File: src/drx_regs.vh
// constants of the dual-bank receiver configuration register file
// assumes a byte-wide serial front end delivers command and data bytes
// Function
// - identifier length code 00/01/10/11 selects 2/4/5/6 bits
// - identifier is Manchester symbols, its lsb always at register bit 0
// - header length code 00/01/10/11 selects 1/2/4/6 bits
// - header is Manchester coded, its lsb always at register bit 0
// - upper nibble of signal strength is the amplifier output level
// - lower nibble of signal strength is the level after the filter
// - signal strength reads live converter value from either bank
// - registers are bytes in a space of 32 locations
// - command gives start address and count; address steps per byte
// - writes over read-only bits are accepted and leave them unchanged
// - after the highest implemented register the address wraps to zero
// - any register of either bank is accessible at any time
// - read-and-clear bits clear on any read or write of their register
// - mirrored second-bank bits are read-only and show first-bank value
// - lock status is live synthesizer state, same in both banks
// - low-voltage bit latches detector, cleared by access from either bank
// - strobe enable writable in first bank only, second bank mirrors it
// - active-bank bit reads 1 for first bank, 0 for second, both banks
`ifndef DRX_REGS_VH
`define DRX_REGS_VH

// address space and map
`define DRX_ADDR_W        5
`define DRX_NUM_REGS      26
`define DRX_LAST_ADDR     5'h19
`define DRX_BANK_B_OFS    5'h0D
`define DRX_CFG1_A        5'h00
`define DRX_CFG2_A        5'h01
`define DRX_CFG3_A        5'h02
`define DRX_CMD_A         5'h03
`define DRX_FHI_A         5'h04
`define DRX_FLO_A         5'h05
`define DRX_RXONOFF_A     5'h09
`define DRX_ID_A          5'h0A
`define DRX_HDR_A         5'h0B
`define DRX_SIGNAL_STRENGTH_A        5'h0C
`define DRX_CFG1_B        5'h0D
`define DRX_CFG2_B        5'h0E
`define DRX_CFG3_B        5'h0F
`define DRX_CMD_B         5'h10
`define DRX_SIGNAL_STRENGTH_B        5'h19

// reset values
`define DRX_RST_CFG1      8'h91
`define DRX_RST_CFG2      8'h10
`define DRX_RST_CFG3      8'h30
`define DRX_RST_CMD       8'h09
`define DRX_RST_FHI       8'h48
`define DRX_RST_RXONOFF   8'h7F
`define DRX_RST_ID        8'hC0
`define DRX_RST_HDR       8'h80
`define DRX_RST_OTHER     8'h00

// field positions
`define DRX_SOE_BIT       0
`define DRX_LVDS_BIT      4
`define DRX_OLS_BIT       5
`define DRX_BANKS_BIT     0
`define DRX_RESET_BIT     3
`define DRX_LEN_MSB       7
`define DRX_LEN_LSB       6
`define DRX_VAL_MSB       5

// command byte layout
`define DRX_CMD_WR_BIT    7
`define DRX_CMD_N_MSB     6
`define DRX_CMD_N_LSB     5
`define DRX_CMD_A_MSB     4

`endif

File: src/drx_top.v
// dual-bank configuration and status register file of the receiver
// assumes the serial front end hands over whole command and data bytes,
// one byte_valid pulse per data byte, all synchronous to core_clk_in
`timescale 1ns/1ps
`include "drx_regs.vh"
module drx_top (
	input  wire       core_clk_in,
	input  wire       rst_in,
	input  wire       cmd_valid_in,
	input  wire [7:0] cmd_byte_in,
	input  wire       byte_valid_in,
	input  wire [7:0] wr_data_in,
	input  wire       active_bank_a_in,
	input  wire       synth_lock_in,
	input  wire       low_volt_in,
	input  wire [3:0] lna_level_in,
	input  wire [3:0] if_level_in,
	output reg  [7:0] rd_data_out,
	output reg        byte_done_out,
	output wire       busy_out,
	output reg  [5:0] match_word_value_out,
	output reg  [2:0] match_word_length_out,
	output reg  [5:0] header_value_out,
	output reg  [2:0] header_length_out,
	output reg        strobe_osc_enable_out,
	output reg        low_volt_status_out
);

	localparam NUM = `DRX_NUM_REGS;

	// reset value of each implemented byte
	function [7:0] drx_rst_val;
		input integer idx;
		begin
			case (idx)
				0, 13:   drx_rst_val = `DRX_RST_CFG1;
				1, 14:   drx_rst_val = `DRX_RST_CFG2;
				2, 15:   drx_rst_val = `DRX_RST_CFG3;
				3, 16:   drx_rst_val = `DRX_RST_CMD;
				4, 17:   drx_rst_val = `DRX_RST_FHI;
				9, 22:   drx_rst_val = `DRX_RST_RXONOFF;
				10, 23:  drx_rst_val = `DRX_RST_ID;
				11, 24:  drx_rst_val = `DRX_RST_HDR;
				default: drx_rst_val = `DRX_RST_OTHER;
			endcase
		end
	endfunction

	// bits that a write may change; others are read-only
	function [7:0] drx_wmask;
		input integer idx;
		begin
			case (idx)
				13:      drx_wmask = 8'hF7;
				14:      drx_wmask = 8'hFE;
				2, 15:   drx_wmask = 8'hCF;
				3, 16:   drx_wmask = 8'hFE;
				12, 25:  drx_wmask = 8'h00;
				default: drx_wmask = 8'hFF;
			endcase
		end
	endfunction

	wire [4:0] acc_addr;
	wire       step;
	wire [7:0] byte_w [0:NUM-1];
	reg        wr_mode_r;
	reg        lvds_r;
	reg  [7:0] rd_mux;
	wire [2:0] id_len;
	wire [2:0] hd_len;
	wire [4:0] id_addr;
	wire [4:0] hd_addr;
	wire       mapped;
	wire       wr_hit;
	wire       cfg3_hit;

	// a byte is taken only inside a transfer
	assign step   = byte_valid_in && busy_out;
	assign mapped = (acc_addr <= `DRX_LAST_ADDR);
	// writes land in either bank whichever is active
	assign wr_hit = step && wr_mode_r && mapped;

	// direction of the transfer in progress
	always @(posedge core_clk_in or posedge rst_in) begin
		if (rst_in)
			wr_mode_r <= 1'b0;
		else if (cmd_valid_in && !busy_out)
			wr_mode_r <= cmd_byte_in[`DRX_CMD_WR_BIT];
	end

	// count code n selects n+1 registers
	drx_addr_ctr #(
		.AW (`DRX_ADDR_W)
	) u_ctr (
		.core_clk_in (core_clk_in),
		.rst_in      (rst_in),
		.load_in     (cmd_valid_in && !busy_out),
		.start_in    (cmd_byte_in[`DRX_CMD_A_MSB:0]),
		.count_in    ({1'b0, cmd_byte_in[`DRX_CMD_N_MSB:`DRX_CMD_N_LSB]} + 3'h1),
		.step_in     (step),
		.addr_out    (acc_addr),
		.busy_out    (busy_out)
	);

	// one byte flop per implemented location
	genvar i;
	generate
		for (i = 0; i < NUM; i = i + 1) begin : g_reg
			localparam [7:0] RV  = drx_rst_val(i);
			localparam [7:0] WM  = drx_wmask(i);
			localparam [4:0] IDX = i;
			reg [7:0] byte_r;
			assign byte_w[i] = byte_r;
			always @(posedge core_clk_in or posedge rst_in) begin
				if (rst_in)
					byte_r <= RV;
				else if (wr_hit && acc_addr == IDX)
					byte_r <= (byte_r & ~WM) | (wr_data_in & WM);
			end
		end
	endgenerate

	// any access to either copy of the third config byte
	assign cfg3_hit = step &&
		(acc_addr == `DRX_CFG3_A || acc_addr == `DRX_CFG3_B);

	// latched low-voltage flag; a new event beats the clear
	always @(posedge core_clk_in or posedge rst_in) begin
		if (rst_in)
			lvds_r <= 1'b0;
		else if (low_volt_in)
			lvds_r <= 1'b1;
		else if (cfg3_hit)
			lvds_r <= 1'b0;
	end

	// read view with shared, live and mirrored bits laid over storage
	always @* begin
		rd_mux = 8'h00;
		if (mapped)
			rd_mux = byte_w[acc_addr];
		case (acc_addr)
			`DRX_CFG2_B:
				rd_mux[`DRX_SOE_BIT] = byte_w[`DRX_CFG2_A][`DRX_SOE_BIT];
			`DRX_CFG3_A, `DRX_CFG3_B: begin
				rd_mux[`DRX_OLS_BIT]  = synth_lock_in;
				rd_mux[`DRX_LVDS_BIT] = lvds_r;
			end
			`DRX_CMD_A, `DRX_CMD_B:
				rd_mux[`DRX_BANKS_BIT] = active_bank_a_in;
			`DRX_SIGNAL_STRENGTH_A, `DRX_SIGNAL_STRENGTH_B:
				rd_mux = {lna_level_in, if_level_in};
			`DRX_CFG1_B:
				rd_mux[`DRX_RESET_BIT] = 1'b0;
			default: ;
		endcase
	end

	// read data and byte acknowledge, one cycle after the byte
	always @(posedge core_clk_in or posedge rst_in) begin
		if (rst_in) begin
			rd_data_out   <= 8'h00;
			byte_done_out <= 1'b0;
		end else begin
			byte_done_out <= step;
			if (step && !wr_mode_r)
				rd_data_out <= rd_mux;
		end
	end

	// match fields of the active bank
	assign id_addr = active_bank_a_in ? `DRX_ID_A :
		`DRX_ID_A + `DRX_BANK_B_OFS;
	assign hd_addr = active_bank_a_in ? `DRX_HDR_A :
		`DRX_HDR_A + `DRX_BANK_B_OFS;

	drx_len_dec u_len (
		.id_code_in (byte_w[id_addr][`DRX_LEN_MSB:`DRX_LEN_LSB]),
		.hd_code_in (byte_w[hd_addr][`DRX_LEN_MSB:`DRX_LEN_LSB]),
		.id_len_out (id_len),
		.hd_len_out (hd_len)
	);

	// registered copies for the recognition datapath; the value bits keep
	// their lsb at bit 0 so short lengths use only the low symbols
	always @(posedge core_clk_in or posedge rst_in) begin
		if (rst_in) begin
			match_word_value_out  <= 6'h00;
			match_word_length_out <= 3'h6;
			header_value_out      <= 6'h00;
			header_length_out     <= 3'h4;
			strobe_osc_enable_out <= 1'b0;
			low_volt_status_out   <= 1'b0;
		end else begin
			match_word_value_out  <= byte_w[id_addr][`DRX_VAL_MSB:0];
			match_word_length_out <= id_len;
			header_value_out      <= byte_w[hd_addr][`DRX_VAL_MSB:0];
			header_length_out     <= hd_len;
			strobe_osc_enable_out <= byte_w[`DRX_CFG2_A][`DRX_SOE_BIT];
			low_volt_status_out   <= lvds_r;
		end
	end

endmodule // drx_top

File: src/drx_len_dec.v
// length decoder for identifier and header match fields
// assumes two-bit codes come straight from register flops
`timescale 1ns/1ps
module drx_len_dec (
	input  wire [1:0] id_code_in,
	input  wire [1:0] hd_code_in,
	output reg  [2:0] id_len_out,
	output reg  [2:0] hd_len_out
);

	// identifier length in bits
	always @* begin
		case (id_code_in)
			2'h0:    id_len_out = 3'h2;
			2'h1:    id_len_out = 3'h4;
			2'h2:    id_len_out = 3'h5;
			default: id_len_out = 3'h6;
		endcase
	end

	// header length in bits
	always @* begin
		case (hd_code_in)
			2'h0:    hd_len_out = 3'h1;
			2'h1:    hd_len_out = 3'h2;
			2'h2:    hd_len_out = 3'h4;
			default: hd_len_out = 3'h6;
		endcase
	end

endmodule // drx_len_dec

File: src/drx_addr_ctr.v
// auto-increment address counter with transfer count
// assumes load and step never coincide
`timescale 1ns/1ps
`include "drx_regs.vh"
module drx_addr_ctr #(
	parameter AW = 5
) (
	input  wire          core_clk_in,
	input  wire          rst_in,
	input  wire          load_in,
	input  wire [AW-1:0] start_in,
	input  wire [2:0]    count_in,
	input  wire          step_in,
	output reg  [AW-1:0] addr_out,
	output wire          busy_out
);

	reg [2:0] left_r;

	assign busy_out = (left_r != 3'h0);

	// load start, then step and count down per byte
	always @(posedge core_clk_in or posedge rst_in) begin
		if (rst_in) begin
			addr_out <= {AW{1'b0}};
			left_r   <= 3'h0;
		end else if (load_in) begin
			addr_out <= start_in;
			left_r   <= count_in;
		end else if (step_in && busy_out) begin
			left_r <= left_r - 3'h1;
			if (addr_out == `DRX_LAST_ADDR)
				addr_out <= {AW{1'b0}};
			else
				addr_out <= addr_out + {{(AW-1){1'b0}}, 1'b1};
		end
	end

endmodule // drx_addr_ctr

File: config.mk
export PLATFORM = sky130hd
export DESIGN_NAME = drx_top
export DESIGN_NICKNAME = d
export VERILOG_FILES = /design/src/drx_top.v /design/src/drx_len_dec.v /design/src/drx_addr_ctr.v
export VERILOG_INCLUDE_DIRS = /design/src
export SDC_FILE = /design/constraint.sdc
export NUM_CORES = 1
export LEC_CHECK = 0
export CORE_ASPECT_RATIO = 0.9
export CORE_MARGIN = 5
export CORE_UTILIZATION = 52
export CTS_BUF_LIST = sky130_fd_sc_hd__clkbuf_8
export DETAILED_ROUTE_END_ITERATION = 10
export DONT_BUFFER_PORTS = 1
export GPL_ROUTABILITY_DRIVEN = 0
export PLACE_DENSITY = 0.67
export SLEW_MARGIN = 30
export SYNTH_ARGS = -nofsm -noshare
export SYNTH_HDL_FRONTEND = slang
export SYNTH_SLANG_ARGS = --single-unit
File: constraint.sdc
create_clock -name core_clk_in -period 8.2 [get_ports core_clk_in]
set_input_delay 1.23 -clock core_clk_in [delete_from_list [all_inputs] [get_ports core_clk_in]]
set_output_delay 1.23 -clock core_clk_in [all_outputs]
set_load 0.1 [all_outputs]
Word-level counts from Yosys, hierarchy flattened
Cells that the tools add are included.

Register bits: 231. Output and inout port bits: 30. Input bits: 31.

Bitwise operators: 9. Equality and inequality tests: 29. Multiplexer cells: 26. Add/sub/neg operators: 3. Reductions and logical operators: 43. Order comparisons: 4.

Operators with widths (number): binary-select mux 8 bit (select 5 bit) (3); 2-to-1 mux 8 bit (7); == test 5 bit, second input constant (10); == test 5 x 4 -> 1 bit, second input constant (8); logical AND 1 bit (31); 2-to-1 mux 5 bit (5); OR 1 x 8 -> 8 bit (3); == test 5 x 3 -> 1 bit, second input constant (4); >= comparator 6 bit, second input constant (3); NOT 5 -> 6 bit (3); one-hot mux 3 bit (3 select lines) (2); OR 6 x 8 -> 8 bit (2); == test 5 x 2 -> 1 bit, second input constant (2); OR 4 x 8 -> 8 bit (1); 2-to-1 mux 3 bit (2); OR reduction 2 bit (3); adder 5 x 1 -> 5 bit, second input constant (1); == test 5 x 1 -> 1 bit, second input constant (1); less-or-equal comparator 5 bit, second input constant (1); logical NOT 5 bit (1); == test 2 x 1 -> 1 bit, second input constant (2); == test 2 bit, second input constant (2); logical NOT 2 bit (2); 2-to-1 mux 2 bit (2); 10 further kinds (13).

Longest topological paths before layout
Gate-level depths: netlist (run 1).

Depth in word-level cells: 7. Depth in mapped cells: 11. Mapped depth without buffers: 9.

Cells and area by module
From an unflattened synthesis (run 1), not the netlist that was laid out.

Cell total of the unflattened synthesis: 790. Area total of the unflattened synthesis: 10744.1 um^2.

Modules (own cells, without submodules): drx_top (cells each 719, area each 10099.7 um^2, sequential area each 5426.5 um^2, times used 1); drx_addr_ctr (cells each 62, area each 593.1 um^2, sequential area each 200.2 um^2, times used 1); drx_len_dec (cells each 9, area each 51.3 um^2, sequential area each 0.0 um^2, times used 1).

Least setup slack after synthesis (run 1)
Ideal clock, no wire load.

Path kind: reg-to-reg. From: register u_ctr.addr_out[1]. To: register g_reg[14].byte_r[1]. Setup slack: 5.434 ns. Path buffers: 3. Arrival time: 2.641 ns. Stages on the path, launching flop included: 11. Path through: dfrtp_1 buf_4 buf_2 buf_2 inv_1 ha_1 o21bai_1 a211oi_2 nor2_1 nand2_1 mux2_2.

Cells in the longest elaborated chain, start to end: 3. Elaborated cells on any way between the ends: 4. Those cells by class: order compare (1); eq/ne (1); reduce/logical (2).

Ends and longest elaborated chain: start, declared (line drx_addr_ctr.v:14) `output reg [AW-1:0] addr_out,`; start signal, assigned (line drx_addr_ctr.v:25) `addr_out <= {AW{1'b0}};`; start signal, assigned (line drx_addr_ctr.v:28) `addr_out <= start_in;`; start signal, assigned (line drx_addr_ctr.v:33) `addr_out <= {AW{1'b0}};`; less-or-equal comparator 5 bit (no line); logical AND 1 bit (line drx_top.v:82) `assign wr_hit = step && wr_mode_r && mapped;`; logical AND 1 bit * (line drx_top.v:118) `else if (wr_hit && acc_addr == IDX)`; end signal, assigned (line drx_top.v:119) `byte_r <= (byte_r & ~WM) | (wr_data_in & WM);`; end, declared (line drx_top.v:113) `reg [7:0] byte_r;`.

Mark *: on every way between the ends. The rest lies on a longest branch, timed or not. A chain may end at the register's enable or synchronous reset.

Final worst setup path (run 1)
From: register u_ctr.addr_out[1]. To: register g_reg[15].byte_r[1].

Cells in the longest elaborated chain, start to end: 3. Elaborated cells on any way between the ends: 4. Those cells by class: order compare (1); eq/ne (1); reduce/logical (2).

Ends and longest elaborated chain (line): less-or-equal comparator 5 bit (no line); logical AND 1 bit (drx_top.v:82); logical AND 1 bit * (drx_top.v:118); end signal, assigned (drx_top.v:119); end, declared (drx_top.v:113).

Marked as above.

==> results.md, run 1 <==
- Status: completed
- CTS clk-pin slew, worst paths: 0.06 ns
- Mapped Nets: 794
- I/O pin count: 61
- FMAX: ~320 MHz
- Synth cell types: 60
- Number of max-cap violations: 0
- RSZ-0062 raised after global routing: no
- Clk sinks: around 220
- Full die area: 23100 µm²
- Initial antenna violation count: 4
- Relative max-transition margin: approximately 30%
- Post_cts resized: 0
- Tmin final: ~3.2 ns
- Max clock buf depth: 3
- Sequential fraction of the synthesis area: 53.6%
- Worst min path class: flip-flop to flip-flop
- Most common cell after layout, fill and taps aside: mux2_2
- Crit path max fanout: 69
- EDFF count, synth: 0
- GR Overflow Total: 0
- CTS tree: yes
- Worst EP required: between 8 and 9 ns
- Final instance area: about 11000 µm²
- YS warnings: 0
- Max IR drop VDD: ~0.23 mV
- Core Box Area: approximately 20000 µm²
- Final Setup Violations: 0
- Wirelength per Cell: 26.3 µm
- Fin Setup TNS: 0 ns
- Placement Cell Area: 10700 µm²
- Async SR Flop Fraction: 100%
- GRT Resource Usage Total: 24.1%
- Seq cells post-synth: 223
- Die Ht: 145 µm
- Hold_ws: 0.483 ns
- Hold_buf cts: 0
- First DRT Iteration DRCs: approximately 490
- Most frequent cells in the layout: mux2_2, dfrtp_1, clkbuf_8
- Share of layout cells above drive strength 1: 43.1%
- Vias in the first global route: 6958
- Period utilization: 38.6%
- Synth Flop Type: dfrtp_1
- Critical path type: flip-flop to flip-flop
- Worst-Margin Slew: 1.04 ns
- First-pass GRT wire length: between 40000 and 50000 µm
- DRC: 0
- Seq pwr share: 48.4%
- Via count: approximately 6600
- Row count: 49
- Chip Width: 160 µm
- Crit path capture type: flip-flop
- Netlist Area Pre-Place: about 11000 µm²
- Iteration count of the initial detailed-routing pass: 6
- Slew Limit Fails: 0
- Pint: 2.63 mW
- DRT antenna net count: 0
- Final Skew: around 0.024 ns
- Num CTS Buffers: 38
- Final wirelength: approximately 27000 µm
- Port Buffer Count: 0
- Comb power frac: 29.7%
- Final hold vios: 0
- P_leak: 5.28 nW
- Clk_lat worst skew: between 0.5 and 0.6 ns
- Clk root buf: clkbuf_8
- Final HPWL DP: 18100 µm
- # H-tree levels: 2
- Cells after synthesis: 753
- Final nets: 794
- Crit path DAT: 3.59 ns
- Startpoint types: flip-flop
- Synth-to-Final Area Change: 8.58%
- Switch share: ~39%
- Clk pwr share: 21.9%
- Post-CTS setup buffer count: 0
- Syn_area_per_cell: 13.9 µm²
- Power per cell area: between 300 and 400 nW/µm²
- # fillers: ~1600
- Starting Density: 52.7%
- Detailed-route vias per instance: approximately 6.3
- Sw power: 1.71 mW
- Pin count of the biggest net entering global routing: 132
-- logic make-up after synthesis --
group | count (synthesis) | synth area share (%)
muxes | 257 | 30.2
DFF | 223 | 53.6
and+or+nand+nor | 124 | 7.03
AOI/OAI and AO/OA | 82 | 5.47
buffers and inverters | 57 | 2.50
adders and majority gates | 10 | 1.19
-- worst paths after layout --
| path | start | to | slack, ns | cells after the start |
|---|---|---|---|---|
| min in group asynchronous | rst_in | g_reg[7].byte_r[6] | 0.64 | 1 |
| max reg2reg | u_ctr.addr_out[1] | g_reg[15].byte_r[1] | 5.03 | 8 |
| min | g_reg[5].byte_r[4] | g_reg[5].byte_r[4] | 0.48 | 1 |
| min reg2reg | g_reg[5].byte_r[4] | g_reg[5].byte_r[4] | 0.48 | 1 |
| max | u_ctr.addr_out[1] | g_reg[15].byte_r[1] | 5.03 | 8 |
| max in group asynchronous | rst_in | g_reg[21].byte_r[1] | 6.28 | 2 |
-- critical path, stage by stage, from the launching register on --
cell and delay, ns:
dfrtp_2 0.36, buf_6 0.60, inv_1 0.22, ha_1 0.35, o21bai_1 0.21, a211oi_2 0.46
nor2_1 0.17, nand2_1 0.28, mux2_2 0.38
-- per-stage QoR --
stage	worst slack [ns]	utilization, %	std cells	power (mW)
floorplan	0.925	-	753	3.04
global placement	4.96	53.4	968	3.32
detailed placement	5.08	53.5	968	3.39
CTS	5.07	57.2	1036	4.35
global route	4.89	57.2	1037	4.55
finish	5.03	57.2	1040	4.34
-- cells in the mapped netlist, types with 6 or more instances --
cell type / number / share of area (%)
a22oi_1: 7 / 0.50
nand3_1: 6 / 0.29
dfrtp_1: 186 / 44
clkbuf_1: 21 / 0.75
nor2_2: 6 / 0.36
mux4_1: 8 / 2.0
a21oi_1: 20 / 0.95
mux2i_1: 32 / 3.0
inv_1: 12 / 0.43
nor2_4: 8 / 0.86
mux4_2: 18 / 3.9
nand2_1: 46 / 1.6
buf_2: 15 / 0.71
o21ai_0: 11 / 0.52
mux2_2: 197 / 21
dfstp_2: 37 / 9.3
ha_1: 10 / 1.2
o221ai_1: 6 / 0.50
and3_1: 7 / 0.42
nor2_1: 15 / 0.54
-- power groups by stage --
stage | Sequential (mW) | Clock (mW) | Combinational, mW
finish | 2.10 | 0.953 | 1.29
global route | 2.14 | 1.03 | 1.38
CTS | 2.10 | 0.975 | 1.28
detailed placement | 2.11 | 0 | 1.27
global placement | 2.09 | 0 | 1.23
floorplan | 1.99 | 0 | 1.06
-- layer usage --
| metal | track usage, % | share of wire [%] | up-vias |
|---|---|---|---|
| li1 | - | - | 2797 |
| met1 | 33.0 | 44 | 3437 |
| met2 | 36.0 | 43 | 274 |
| met3 | 8.44 | 9.5 | 69 |
| met4 | 9.28 | 3.3 | 2 |
| met5 | 0 | 0.048 | - |
-- state kept, by name, indices dropped and copies added (netlist names) --
register	flops
byte_done_out	1
g.byte_r	184
header_length_out	3
header_value_out	6
low_volt_status_out	1
lvds_r	1
match_word_length_out	3
match_word_value_out	6
rd_data_out	8
strobe_osc_enable_out	1
u_ctr.addr_out	5
u_ctr.left_r	3
wr_mode_r	1
-- area by class of cell --
cell class	count	area [µm²]	area share (%)
Clock buffer	47	647	5.67
Multi-Input combinational cell	473	4610	40.5
Inverter	13	61.3	0.538
Timing Repair Buffer	4	37.5	0.329
Tap cell	255	319	2.80
Antenna cell	4	10.0	0.0878
Clock inverter	21	85.1	0.746
Sequential cell	223	5630	49.4
Power figures use the tool's default switching activity.
==> run 2: changes to the inputs <==
==> constraint.sdc (replaced) <==
create_clock -name core_clk_in -period 3 [get_ports core_clk_in]
set_input_delay 0.45 -clock core_clk_in [delete_from_list [all_inputs] [get_ports core_clk_in]]
set_output_delay 0.45 -clock core_clk_in [all_outputs]
set_load 0.1 [all_outputs]
==> run 2 against run 1 <==
Net effect:
- the run now ends with negative hold slack left
- sequential share of layout area down 0.67 points
- combinational power rose to 2.8 times the previous value
- via count down 1.4%
- non-clock buffer count up 17
- global-route usage down 1.2 points
- sequential power rose to 2.7 times the previous value
- final cell count up 1.2%
- die area unchanged
- utilization up 0.78 points
- fmax up 26%
==> results.md, run 2 (synthesis results as in run 1) <==
- Status: finished, violations left
- Failing checks: negative hold slack
- Max IR drop VDD: 0.466 mV
- Worst EP required: around 3.4 ns
- Final nets: between 800 and 900
- Diodes inserted: 0
- I/O pin count: about 60
- Post-CTS setup buffer count: 0
- Most common cell after layout, fill and taps aside: mux2_2
- Worst min path class: input pin to asynchronous set/reset pin
- Worst-Margin Slew: 0.959 ns
- Final instance area: 11600 µm²
- Final hold vios: 17
- CP cell instances: inv_1, ha_1, nor2b_1, inv_2, and3_1, nand2_2, nor2_2, mux2_2
- Via count: 6488
- Wirelength per Cell: 24.7 µm
- Largest register FFs: between 150 and 200
- Share of layout cells above drive strength 1: between 40 and 50%
- Final Skew: approximately 0.018 ns
- RSZ-0062 raised after global routing: no
- Crit path DAT: 2.91 ns
- FMAX: between 300 and 400 MHz
- Clk_lat worst skew: between 0.5 and 0.6 ns
- Tmin final: 2.52 ns
- Hold_ws: -0.0150 ns
- Final HPWL DP: approximately 17000 µm
- Critical path type: flip-flop to flip-flop
- Fin Setup TNS: 0 ns
- Pin count of the biggest net entering global routing: 115
- Initial antenna violation count: 0
- Power per cell area: 1030 nW/µm²
- Period utilization: around 84%
- Clk sinks: 223
- Core Box Area: 19900 µm²
- Top reg by flops: g.byte_r
- DRC: 0
- Top flop regs: g.byte_r x184, rd_data_out x8
- CTS tree: yes
- Crit path max fanout: 8
- Crit path capture type: flip-flop
- Final Setup Violations: 0
- Area of the multi-input gates: 4610 µm²
- Most frequent cells in the layout: mux2_2, dfrtp_1, clkbuf_8
- Full die area: 23100 µm²
- Iteration count of the initial detailed-routing pass: 5
- First DRT Iteration DRCs: 529
- GRT Resource Usage Total: between 20% and 30%
- # fillers: 1564
- Row count: 49
- Max incr delay on CP: around 0.54 ns
- Power, Total: 11.9 mW
- Placement Cell Area: around 11000 µm²
- Chip Width: 160 µm
- Relative max-transition margin: between 30% and 40%
- GR Overflow Total: 0
- R2R depth: 8
- CP max-delay cell: nor2_2
- Startpoint types: flip-flop
- Synth-to-Final Area Change: 10.1%
- Final wirelength: 25900 µm
- Num CTS Buffers: 37
- Hold_buf cts: 0
- First-pass GRT wire length: 41100 µm
- Starting Density: 52.7%
- Reg area: 5630 µm²
- Number of max-cap violations: 0
- Vias in the first global route: 6900
- Post_cts resized: 0
- Max clock buf depth: 3
- Slew Limit Fails: 0
- Detailed-route vias per instance: between 6 and 7
- # H-tree levels: 2
- Clk root buf: clkbuf_8
- Port Buffer Count: 0
- DRT antenna net count: 0
- CTS clk-pin slew, worst paths: 0.06 ns
- Die Ht: 145 µm
- P_leak: 5.37 nW
-- run 2: cell count changes in the layout (fill, tap and decap cells not counted) --
cell,previous run,this run
inv_6,0,1
buf_6,2,0
buf_4,2,18
dfrtp_2,3,2
buf_12,0,3
clkbuf_8,47,49
diode_2,4,0
dfrtp_1,183,184
inv_1,29,26
clkinv_8,1,0
-- run 2: worst max-delay path, delay by kind of cell (launching register included) --
kind / cells / cell delay, ns
adder cells (fa/ha/maj): 1 / 0.19
buffers and inverters: 2 / 0.15
flip-flops: 1 / 0.37
multiplexers: 1 / 0.40
AND/OR/NAND/NOR: 4 / 1.29
-- run 2: path summary, 6_finish.rpt --
| check | from | slack (ns) | end |
|---|---|---|---|
| setup / recovery | u_ctr.left_r[0] | 0.48 | g_reg[1].byte_r[0] |
| hold / removal | rst_in | -0.01 | g_reg[20].byte_r[7] |
| setup reg to reg | u_ctr.left_r[0] | 0.48 | g_reg[1].byte_r[0] |
| hold reg to reg | lvds_r | 0.41 | low_volt_status_out |
| max in group asynchronous | rst_in | 2.53 | g_reg[1].byte_r[2] |
| min in group core_clk_in | low_volt_in | 0.04 | lvds_r |
-- run 2: layer usage --
metal,vias to the layer above,track usage (%),part of all wire [%]
met5,-,0,0
met4,0,6.93,2.1
met3,46,4.16,5.5
met2,203,37.2,47
met1,3402,32.2,45
li1,2837,-,-
-- run 2: layout make-up --
| cell class | count | area share [%] |
|---|---|---|
| multi-input cells | 473 | 39.9 |
| clock buffers | 49 | 5.83 |
| clock inverters | 18 | 0.649 |
| flip-flops and latches | 223 | 48.7 |
| inverters | 13 | 0.455 |
| well taps | 255 | 2.76 |
| repair buffers | 21 | 1.69 |
-- run 2: per-stage QoR --
stage          std cells  setup slack (ns)  utilization (%)
2_1_floorplan        753            -0.330                -
3_3_place_gp         985             0.602             54.3
3_5_place_dp         985             0.551             54.3
4_1_cts             1052             0.529             58.0
5_1_grt             1052             0.386             58.0
6_report            1052             0.485             58.0
-- run 2: power breakdown --
group / internal (mW) / leakage [nW] / switching, mW
Sequential: 4.12 / 2.88 / 1.54
Combinational: 1.74 / 2.04 / 1.88
Clock: 1.46 / 0.445 / 1.19
Total: 7.33 / 5.37 / 4.61
